==> src/logic/npcfa_params.svh <==
// register offsets, reset values and codes for the net port config block
// assumes inclusion by bare name from logic files
`ifndef NPCFA_PARAMS_SVH
`define NPCFA_PARAMS_SVH
`define NPCFA_A_ADDR_SRC   4'h0
`define NPCFA_A_IP         4'h1
`define NPCFA_A_MASK       4'h2
`define NPCFA_A_GW         4'h3
`define NPCFA_A_RATE       4'h4
`define NPCFA_A_LOSS_ACT   4'h5
`define NPCFA_A_IDLE_ACT   4'h6
`define NPCFA_A_FB_CMD     4'h7
`define NPCFA_A_FB_REF     4'h8
`define NPCFA_A_FB_DL01    4'h9
`define NPCFA_A_FB_DL23    4'ha
`define NPCFA_A_STATUS     4'hb
`define NPCFA_A_IRQ_STAT   4'hc
`define NPCFA_A_IRQ_MASK   4'hd
`define NPCFA_A_CTRL       4'he
`define NPCFA_A_RUN_CFG    4'hf
`define NPCFA_SRC_PARAM    2'h1
`define NPCFA_SRC_BOOTP    2'h2
`define NPCFA_RATE_AUTO    3'h0
`define NPCFA_RATE_MAX     3'h4
`define NPCFA_ACT_FAULT    3'h0
`define NPCFA_ACT_STOP     3'h1
`define NPCFA_ACT_ZERO     3'h2
`define NPCFA_ACT_HOLD     3'h3
`define NPCFA_ACT_SEND     3'h4
`define NPCFA_REF_MAX      16'hc350
`define NPCFA_BYTE_RST     8'h00
`define NPCFA_WORD_RST     16'h0000
`define NPCFA_CTRL_CLR_FLT 0
`define NPCFA_CTRL_NET_IO  1
`define NPCFA_CTRL_STOPM   4:2
`define NPCFA_CTRL_RELOAD  5
`endif

==> src/logic/npcfa_pkg.sv <==
// types for the net port config block
// assumes npcfa_params.svh for numbers
package npcfa_pkg;
  typedef enum logic [1:0] {NPCFA_NORMAL, NPCFA_LOST, NPCFA_IDLE}
    npcfa_cond_t;
  typedef struct packed {
    logic [15:0] cmd;
    logic [15:0] ref_v;
    logic [63:0] dl;
  } npcfa_io_t;
endpackage : npcfa_pkg

==> src/logic/npcfa_sync.sv <==
// two-flop synchroniser for pin-level inputs
// assumes a single clk domain
`timescale 1ns/1ns
`default_nettype none
module npcfa_sync (
  // clock and reset
  input  wire logic clk,
  input  wire logic rst_b,
  // level
  input  wire logic d,
  output var  logic q
);
  typedef struct packed {logic s1; logic s2;} npcfa_sync_t;
  npcfa_sync_t st_q;
  npcfa_sync_t st_d;
  always_comb begin
    st_d    = st_q;
    st_d.s1 = d;
    st_d.s2 = st_q.s1;
  end
  always_ff @(posedge clk or negedge rst_b) begin
    if (!rst_b) st_q <= '0;
    else st_q <= st_d;
  end
  assign q = st_q.s2;
endmodule : npcfa_sync
`default_nettype wire

==> src/logic/npcfa_action.sv <==
// substitutes fallback, zero or held words for network words
// assumes same-clock inputs; output registered by caller
`timescale 1ns/1ns
`default_nettype none
`include "npcfa_params.svh"
module npcfa_action (
  // selection
  input  wire logic       active,
  input  wire logic [2:0] code,
  // words
  input  wire logic [95:0] net_io,
  input  wire logic [95:0] held_io,
  input  wire logic [95:0] fb_io,
  // result
  output var  logic [95:0] drv_io,
  output var  logic        stop_req,
  output var  logic        fault_req
);
  npcfa_pkg::npcfa_io_t r;
  always_comb begin
    r         = net_io;
    stop_req  = 1'b0;
    fault_req = 1'b0;
    if (active) begin
      case (code)
        `NPCFA_ACT_FAULT: fault_req = 1'b1;
        `NPCFA_ACT_STOP:  stop_req = 1'b1;
        `NPCFA_ACT_ZERO: begin
          r.ref_v = `NPCFA_WORD_RST;
          r.dl    = '0;
        end
        `NPCFA_ACT_HOLD: r = held_io;
        `NPCFA_ACT_SEND: r = fb_io;
        default: fault_req = 1'b1;
      endcase
    end
    drv_io = r;
  end
endmodule : npcfa_action
`default_nettype wire

==> src/logic/npcfa_top.sv <==
// Function
// - source code 1 parameters, 2 BOOTP default
// - four static IP bytes, default zero
// - four mask bytes, default zero, parameter mode
// - four gateway bytes, default zero, parameter mode
// - network settings apply only after reset; the code also applies them on a control reload write (bit 5)
// - rate codes 0 auto to 4
// - loss action only with network control I/O
// - on loss, run loss action, default fault
// - on idle, run idle action, default fault
// - code 1 stops by stop method
// - code 2 zeroes reference and datalinks
// - code 3 holds last words
// - code 4 sends fallback words
// - fallback command 0000..ffff, default 0000
// - fallback reference 0..50000, default 0
// - four fallback datalinks, default 0
//
// top of the net port config and fault action block
// assumes avalon-mm master on clk; loss/idle arrive as async pins
//
// Local design decisions: the register offsets and register access over Avalon-MM.
`timescale 1ns/1ns
`default_nettype none
`include "npcfa_params.svh"
module npcfa_top (
  // clock and reset
  input  wire logic        clk,
  input  wire logic        rst_b,
  // avalon-mm slave
  input  wire logic [3:0]  avs_address,
  input  wire logic        avs_read,
  input  wire logic        avs_write,
  input  wire logic [31:0] avs_writedata,
  input  wire logic [3:0]  avs_byteenable,
  output var  logic [31:0] avs_readdata,
  output var  logic        avs_waitrequest,
  output var  logic [1:0]  avs_response,
  // network side, asynchronous levels
  input  wire logic        comm_lost_pin,
  input  wire logic        scanner_idle_pin,
  // network words, same clock
  input  wire logic [15:0] net_cmd,
  input  wire logic [15:0] net_ref,
  input  wire logic [63:0] net_dl,
  // drive side
  output var  logic [15:0] drv_cmd,
  output var  logic [15:0] drv_ref,
  output var  logic [63:0] drv_dl,
  output var  logic        drv_stop,
  output var  logic [2:0]  drv_stop_method,
  output var  logic        drv_fault,
  output var  logic        subst_active,
  // running network configuration
  output var  logic        run_use_bootp,
  output var  logic [31:0] run_ip,
  output var  logic [31:0] run_mask,
  output var  logic [31:0] run_gw,
  output var  logic [2:0]  run_rate,
  // interrupt
  output var  logic        irq
);
  typedef struct packed {
    logic [1:0]  addr_source_select;
    logic [31:0] ip_byte_setting;
    logic [31:0] mask_byte_setting;
    logic [31:0] gateway_byte_setting;
    logic [2:0]  link_rate_setting;
    logic [2:0]  loss_action_setting;
    logic [2:0]  idle_action_setting;
    logic [15:0] fallback_command_word;
    logic [15:0] fallback_reference;
    logic [63:0] fallback_datalink;
    logic [2:0]  stop_method_setting;
    logic        net_io_sel;
    logic        run_loaded;
    logic [1:0]  run_src;
    logic [31:0] run_ip;
    logic [31:0] run_mask;
    logic [31:0] run_gw;
    logic [2:0]  run_rate;
    logic        run_bootp;
    logic        fault_latch;
    npcfa_pkg::npcfa_cond_t cond;
    logic [95:0] held;
    logic [95:0] drv;
    logic        stop;
    logic        subst;
    logic [2:0]  irq_stat;
    logic [2:0]  irq_mask;
    logic        irq;
    logic [31:0] rdata;
    logic        wait_n;
    logic        wreq;
    logic [1:0]  resp;
  } npcfa_st_t;

  npcfa_st_t st_q;
  npcfa_st_t st_d;
  logic lost_s;
  logic idle_s;
  logic [95:0] act_io;
  logic act_stop;
  logic act_fault;

  npcfa_sync u_sync_lost (
    .clk  (clk),
    .rst_b(rst_b),
    .d    (comm_lost_pin),
    .q    (lost_s)
  );
  npcfa_sync u_sync_idle (
    .clk  (clk),
    .rst_b(rst_b),
    .d    (scanner_idle_pin),
    .q    (idle_s)
  );

  // merge byte lanes of a write into an old word
  function automatic logic [31:0] npcfa_merge(input logic [31:0] old,
                                              input logic [31:0] wd,
                                              input logic [3:0]  be);
    logic [31:0] r;
    r = old;
    for (int i = 0; i < 4; i++) begin
      if (be[i]) r[i*8 +: 8] = wd[i*8 +: 8];
    end
    return r;
  endfunction : npcfa_merge

  // one code check for the rate, loss and idle selectors, so these reject alike
  function automatic logic npcfa_code_ok(input logic [31:0] v,
                                         input logic [2:0]  max);
    return v[2:0] <= max && v[31:3] == '0;
  endfunction : npcfa_code_ok

  // static words count only under parameter addressing
  function automatic logic [31:0] npcfa_static(input logic [1:0]  src,
                                               input logic [31:0] v);
    return (src == `NPCFA_SRC_BOOTP) ? {4{`NPCFA_BYTE_RST}} : v;
  endfunction : npcfa_static

  npcfa_action u_action (
    .active   (st_q.cond != npcfa_pkg::NPCFA_NORMAL),
    .code     ((st_q.cond == npcfa_pkg::NPCFA_LOST) ?
               st_q.loss_action_setting : st_q.idle_action_setting),
    .net_io   ({net_cmd, net_ref, net_dl}),
    .held_io  (st_q.held),
    .fb_io    ({st_q.fallback_command_word, st_q.fallback_reference,
                st_q.fallback_datalink}),
    .drv_io   (act_io),
    .stop_req (act_stop),
    .fault_req(act_fault)
  );

  always_comb begin
    logic [31:0] m;
    logic        acc;
    m     = '0;
    acc   = (avs_read | avs_write) & st_q.wait_n;
    st_d  = st_q;
    st_d.wait_n = 1'b0;
    // one-shot load of the running config after reset
    if (!st_q.run_loaded) begin
      st_d.run_loaded = 1'b1;
      st_d.run_src    = st_q.addr_source_select;
      st_d.run_bootp  = st_q.addr_source_select == `NPCFA_SRC_BOOTP;
      st_d.run_ip     = npcfa_static(st_q.addr_source_select,
                                     st_q.ip_byte_setting);
      st_d.run_mask   = npcfa_static(st_q.addr_source_select,
                                     st_q.mask_byte_setting);
      st_d.run_gw     = npcfa_static(st_q.addr_source_select,
                                     st_q.gateway_byte_setting);
      st_d.run_rate   = st_q.link_rate_setting;
    end
    // condition: loss only counts with network control I/O
    if (lost_s && st_q.net_io_sel) st_d.cond = npcfa_pkg::NPCFA_LOST;
    else if (idle_s) st_d.cond = npcfa_pkg::NPCFA_IDLE;
    else st_d.cond = npcfa_pkg::NPCFA_NORMAL;
    if (st_q.cond == npcfa_pkg::NPCFA_NORMAL) st_d.held = {net_cmd, net_ref,
                                                           net_dl};
    st_d.drv   = act_io;
    st_d.stop  = act_stop | act_fault | st_q.fault_latch;
    st_d.subst = st_q.cond != npcfa_pkg::NPCFA_NORMAL;
    // registers: single-cycle wait then answer
    if (!st_q.wait_n && (avs_read | avs_write)) begin
      st_d.wait_n = 1'b1;
      st_d.resp   = 2'h0;
      case (avs_address)
        `NPCFA_A_ADDR_SRC: m = {30'h0, st_q.addr_source_select};
        `NPCFA_A_IP:       m = st_q.ip_byte_setting;
        `NPCFA_A_MASK:     m = st_q.mask_byte_setting;
        `NPCFA_A_GW:       m = st_q.gateway_byte_setting;
        `NPCFA_A_RATE:     m = {29'h0, st_q.link_rate_setting};
        `NPCFA_A_LOSS_ACT: m = {29'h0, st_q.loss_action_setting};
        `NPCFA_A_IDLE_ACT: m = {29'h0, st_q.idle_action_setting};
        `NPCFA_A_FB_CMD:   m = {16'h0, st_q.fallback_command_word};
        `NPCFA_A_FB_REF:   m = {16'h0, st_q.fallback_reference};
        `NPCFA_A_FB_DL01:  m = st_q.fallback_datalink[31:0];
        `NPCFA_A_FB_DL23:  m = st_q.fallback_datalink[63:32];
        `NPCFA_A_STATUS:   m = {27'h0, st_q.cond == npcfa_pkg::NPCFA_IDLE,
                                st_q.cond == npcfa_pkg::NPCFA_LOST,
                                st_q.subst, st_q.stop, st_q.fault_latch};
        `NPCFA_A_IRQ_STAT: m = {29'h0, st_q.irq_stat};
        `NPCFA_A_IRQ_MASK: m = {29'h0, st_q.irq_mask};
        `NPCFA_A_CTRL:     m = {27'h0, st_q.stop_method_setting,
                                st_q.net_io_sel, 1'b0};
        default:           m = {27'h0, st_q.run_rate, st_q.run_src};
      endcase
      st_d.rdata = avs_read ? m : 32'h0;
      if (avs_write) begin
        m = npcfa_merge(m, avs_writedata, avs_byteenable);
        case (avs_address)
          // out-of-range codes rejected so settings stay legal
          `NPCFA_A_ADDR_SRC:
            if (m[1:0] == `NPCFA_SRC_PARAM || m[1:0] == `NPCFA_SRC_BOOTP)
              st_d.addr_source_select = m[1:0];
            else st_d.resp = 2'h2;
          `NPCFA_A_IP:   st_d.ip_byte_setting = m;
          `NPCFA_A_MASK: st_d.mask_byte_setting = m;
          `NPCFA_A_GW:   st_d.gateway_byte_setting = m;
          `NPCFA_A_RATE:
            if (npcfa_code_ok(m, `NPCFA_RATE_MAX))
              st_d.link_rate_setting = m[2:0];
            else st_d.resp = 2'h2;
          `NPCFA_A_LOSS_ACT:
            if (npcfa_code_ok(m, `NPCFA_ACT_SEND))
              st_d.loss_action_setting = m[2:0];
            else st_d.resp = 2'h2;
          `NPCFA_A_IDLE_ACT:
            if (npcfa_code_ok(m, `NPCFA_ACT_SEND))
              st_d.idle_action_setting = m[2:0];
            else st_d.resp = 2'h2;
          `NPCFA_A_FB_CMD: st_d.fallback_command_word = m[15:0];
          `NPCFA_A_FB_REF:
            if (m[15:0] <= `NPCFA_REF_MAX && m[31:16] == '0)
              st_d.fallback_reference = m[15:0];
            else st_d.resp = 2'h2;
          `NPCFA_A_FB_DL01: st_d.fallback_datalink[31:0] = m;
          `NPCFA_A_FB_DL23: st_d.fallback_datalink[63:32] = m;
          `NPCFA_A_IRQ_STAT: st_d.irq_stat = st_q.irq_stat &
                                             ~avs_writedata[2:0];
          `NPCFA_A_IRQ_MASK: st_d.irq_mask = m[2:0];
          `NPCFA_A_CTRL: begin
            st_d.stop_method_setting = m[`NPCFA_CTRL_STOPM];
            st_d.net_io_sel          = m[`NPCFA_CTRL_NET_IO];
            if (m[`NPCFA_CTRL_CLR_FLT]) st_d.fault_latch = 1'b0;
            if (m[`NPCFA_CTRL_RELOAD]) st_d.run_loaded = 1'b0;
          end
          default: st_d.resp = 2'h2;
        endcase
      end
    end
    // hardware sets win over software clears
    if (act_fault) st_d.fault_latch = 1'b1;
    if (st_d.cond == npcfa_pkg::NPCFA_LOST &&
        st_q.cond != npcfa_pkg::NPCFA_LOST) st_d.irq_stat[0] = 1'b1;
    if (st_d.cond == npcfa_pkg::NPCFA_IDLE &&
        st_q.cond != npcfa_pkg::NPCFA_IDLE) st_d.irq_stat[1] = 1'b1;
    if (act_fault && !st_q.fault_latch) st_d.irq_stat[2] = 1'b1;
    st_d.irq = |(st_d.irq_stat & st_d.irq_mask);
    if (acc) st_d.wait_n = 1'b0;
    // waitrequest from its own flop, no gate on the port
    st_d.wreq = !st_d.wait_n;
  end

  always_ff @(posedge clk or negedge rst_b) begin
    if (!rst_b) begin
      st_q <= '0;
      st_q.addr_source_select <= `NPCFA_SRC_BOOTP;
      st_q.link_rate_setting  <= `NPCFA_RATE_AUTO;
      st_q.loss_action_setting <= `NPCFA_ACT_FAULT;
      st_q.idle_action_setting <= `NPCFA_ACT_FAULT;
      st_q.fallback_command_word <= `NPCFA_WORD_RST;
      st_q.fallback_reference <= `NPCFA_WORD_RST;
      st_q.cond <= npcfa_pkg::NPCFA_NORMAL;
      st_q.ip_byte_setting <= {4{`NPCFA_BYTE_RST}};
      st_q.mask_byte_setting <= {4{`NPCFA_BYTE_RST}};
      st_q.gateway_byte_setting <= {4{`NPCFA_BYTE_RST}};
      st_q.fallback_datalink <= {4{`NPCFA_WORD_RST}};
      st_q.net_io_sel <= 1'b0;
      // running copy starts at the defaults, so release shows no step
      st_q.run_src <= `NPCFA_SRC_BOOTP;
      st_q.run_bootp <= 1'b1;
      st_q.run_rate <= `NPCFA_RATE_AUTO;
      st_q.wreq <= 1'b1;
    end else begin
      st_q <= st_d;
    end
  end

  assign avs_readdata    = st_q.rdata;
  assign avs_waitrequest = st_q.wreq;
  assign avs_response    = st_q.resp;
  assign {drv_cmd, drv_ref, drv_dl} = st_q.drv;
  assign drv_stop        = st_q.stop;
  assign drv_stop_method = st_q.stop_method_setting;
  assign drv_fault       = st_q.fault_latch;
  assign subst_active    = st_q.subst;
  assign run_use_bootp   = st_q.run_bootp;
  assign run_ip   = st_q.run_ip;
  assign run_mask = st_q.run_mask;
  assign run_gw   = st_q.run_gw;
  assign run_rate = st_q.run_rate;
  assign irq      = st_q.irq;
endmodule : npcfa_top
`default_nettype wire

==> config.mk <==
export PLATFORM = sky130hd
export DESIGN_NAME = npcfa_top
export DESIGN_NICKNAME = d
export VERILOG_FILES = /design/src/logic/npcfa_pkg.sv /design/src/logic/npcfa_sync.sv /design/src/logic/npcfa_action.sv /design/src/logic/npcfa_top.sv
export VERILOG_INCLUDE_DIRS = /design/src /design/src/logic
export SDC_FILE = /design/constraint.sdc
export NUM_CORES = 1
export LEC_CHECK = 0
export BUFFER_PORTS_ARGS = -buffer_cell sky130_fd_sc_hd__buf_4
export CELL_PAD_IN_SITES_DETAIL_PLACEMENT = 0
export CELL_PAD_IN_SITES_GLOBAL_PLACEMENT = 1
export CORE_UTILIZATION = 26
export CTS_CLUSTER_DIAMETER = 150
export DETAILED_ROUTE_END_ITERATION = 12
export PLACE_DENSITY = 0.63
export SLEW_MARGIN = 20
export SYNTH_ARGS = -nofsm -noshare
export SYNTH_HDL_FRONTEND = slang
export SYNTH_SLANG_ARGS = --single-unit
export TNS_END_PERCENT = 1
==> constraint.sdc <==
create_clock -name clk -period 4.08 [get_ports clk]
set_input_delay 0.408 -clock clk [delete_from_list [all_inputs] [get_ports clk]]
set_output_delay 0.408 -clock clk [all_outputs]
set_load 0.02 [all_outputs]
==> flow_summary.ini <==
[floorplan]
core_area_sq_um = 96600
start_util = 0.262
die_y_um = 314
dieWidth_um = 314
rows = 114
pin_count = 380
dieArea_sq_um = 98600

[yosys]
synth_area_sq_um = 25300
ys_types = 85
synth-edff-count = 0
synthTopCellsByArea = dfrtp_1, nand2_1, buf_4
seq_area_frac_synth = 0.547
ys.flop_type = dfrtp_1
syn_nets = 2675
synth_top_area_frac = 0.543
postSynthCellCount = 2532
ys.warnings.count = 0
avgSynthCellArea_sq_um = 9.99
synth_largest_area_cell = dfrtp_1
async_reset_ff_frac = 1.00
ys_ff_latch = 553

[placement]
dp_slack_ns = 0.367
dpl.hpwl_um = 71800
dp.cells = 3884
gp_congestion = 0.927
port_buffers = 378

[timing]
min_period_over_period = 0.823
max_freq_mhz = 298
min_period_ns = 3.36
setup_viol = 0
skew_ns = 0.0283
worst_slack_ns = 0.722
setup_tns_ns = 0
rsz0062_at_grt = false
worst_slew_pin_slew_ns = 1.10
hold_viol = 0
maxSlewViolCount = 0
hold_slack_ns = 0.0322
relSlewSlack = 0.254

[pwr]
max-vdd-ir-drop_mv = 0.268
p_leak_nw = 14.8
p_per_area_nw_per_um2 = 502

[route]
drtPass1Iterations = 6
viasPerCell = 4.76
ant_nets = 0
first_iter_violations = 1798
wire_per_inst_um = 23.9
dr_total_vias = 19500
drc = 0
finalWirelength_um = 97900

[critical_path]
critPathRequiredTime_ns = 4.61
critPathCaptureType = register
criticalPathCategory = reg2reg
arrival_ns = 3.89
worstSetupStartpointType = register
cp_max_fo = 3

[clock_tree]
clk_latency_ns = 0.62
clock_path_buffers = 3
cts_setup_buffers = 0
cts_hold_buf = 97
cts_resized = 0
cts_tree = yes
htree_num_levels = 3
clkTransAtPathRegs_ns = 0.06
cts_sinks = 553
cts-buffers-inserted = 66
clockRootBuffer = clkbuf_16

[global_routing]
grt_max_degree = 97
track_usage = 0.197
grt_pass1_wl_um = 142000
grt-ovfl-total = 0
antenna_found_initial = 5
grt_pass1_vias = 19300

[layout]
synthToLayoutAreaGrowth_pct = 24.1
multi_input_area_sq_um = 8930
nets = 2916
seq_area_sq_um = 13800
final_common_cell = nand2_1
fillers = 9821
layout-drive-gt1-share = 0.237
final_cell_mix = nand2_1, dfrtp_1, buf_4
finalNonFillerCells = 4094

[run_status]
outcome = finished clean

[flow_run]
drv_cap = 0

[hold_path]
hold_path.class = in2reg
==> critical path, stage by stage (launching register included) <==
cell and delay [ns]:
dfrtp_1 0.42, mux2_2 0.30, a222oi_1 0.44, mux2i_1 0.16, or4_1 0.63, nor4b_4 0.27, buf_4 0.20, nand4_2 0.15
buf_4 0.20, nor3_2 0.28, mux2i_1 0.22
==> worst paths after layout <==
check | startpoint | slack (ns) | depth (start not counted) | to
max in group asynchronous | rst_b | 2.58 | 3 | drv_dl[62]
min in group asynchronous | rst_b | 0.44 | 2 | run_ip[3]
worst max-delay path | st_q[375] | 0.72 | 10 | st_q[443]
worst max register to register | st_q[375] | 0.72 | 10 | st_q[443]
worst min-delay path | net_ref[14] | 0.03 | 3 | st_q[219]
worst min register to register | u_sync_lost.st_d[0] | 0.34 | 0 | u_sync_lost.q
==> through the flow <==
stage          cell area, sq um   util  total power (W)
3_3_place_gp              28300  0.293          0.00987
4_1_cts                   31400  0.325           0.0160
2_1_floorplan             25300      -          0.00850
6_report                  31400  0.325           0.0158
5_1_grt                   31400  0.325           0.0165
3_5_place_dp              28300  0.293          0.00990
==> logic make-up after synthesis <==
group,after synthesis,share of synthesized area
buffers and inverters,447,0.102
and+or+nand+nor,782,0.136
muxes,111,0.0473
other,1,0.000148
AOI/OAI and AO/OA,636,0.167
adders and majority gates,1,0.000494
DFF,553,0.547
xor gates and xnor gates,1,0.000346
==> cell usage after synthesis, drive strengths merged (5+ instances only) <==
cell     count
and4b        7
mux2i       54
and2         7
nor2b        8
nor2        37
nor4bb       7
nand2b      11
nand4        9
nand2      619
a22oi      112
a21oi       30
nand3       16
nor4         5
nand3b      18
or3b         6
o211ai       5
buf        265
clkbuf     136
o31ai       11
a31oi       10
o22a         6
mux2        56
a21o        11
o2bb2ai      7
dfrtp      549
a222oi       5
a31o         6
inv         43
nor3         8
a22o       105
o22ai        5
o21ai      280
a211oi       8
==> final cells by class <==
| type | count | area share |
|---|---|---|
| flip-flops and latches | 553 | 0.441 |
| clock buffers | 93 | 0.0587 |
| well taps | 1276 | 0.0508 |
| multi-input cells | 1532 | 0.284 |
| repair buffers | 574 | 0.150 |
| diodes | 1 | 0.0000797 |
| inverters | 46 | 0.00554 |
| clock inverters | 19 | 0.00916 |
==> layer usage <==
| metal | global-route usage | wire length, um | vias to the layer above |
|---|---|---|---|
| li1 | - | - | 9039 |
| met1 | 0.298 | 48100 | 9697 |
| met2 | 0.281 | 41700 | 635 |
| met3 | 0.0396 | 5810 | 114 |
| met4 | 0.0524 | 2240 | 6 |
| met5 | 0 | 36 | - |
==> flip-flops by register name, indices dropped and copies added (netlist names), 16 cells and up <==
| name | count |
|---|---|
| avs_readdata | 32 |
| drv_ref | 16 |
| run_ip | 32 |
| run_gw | 32 |
| drv_dl | 64 |
| drv_cmd | 16 |
| st_q | 312 |
| run_mask | 32 |
==> power breakdown <==
| part | leakage, nW | switching, W | total (W) | internal, W |
|---|---|---|---|---|
| Combinational | 6.81 | 0.00157 | 0.00263 | 0.00106 |
| Clock | 1.03 | 0.00242 | 0.00591 | 0.00348 |
| Sequential | 6.99 | 0.000946 | 0.00724 | 0.00629 |
| Total | 14.8 | 0.00494 | 0.0158 | 0.0108 |
(Power assumes the default switching activity.)
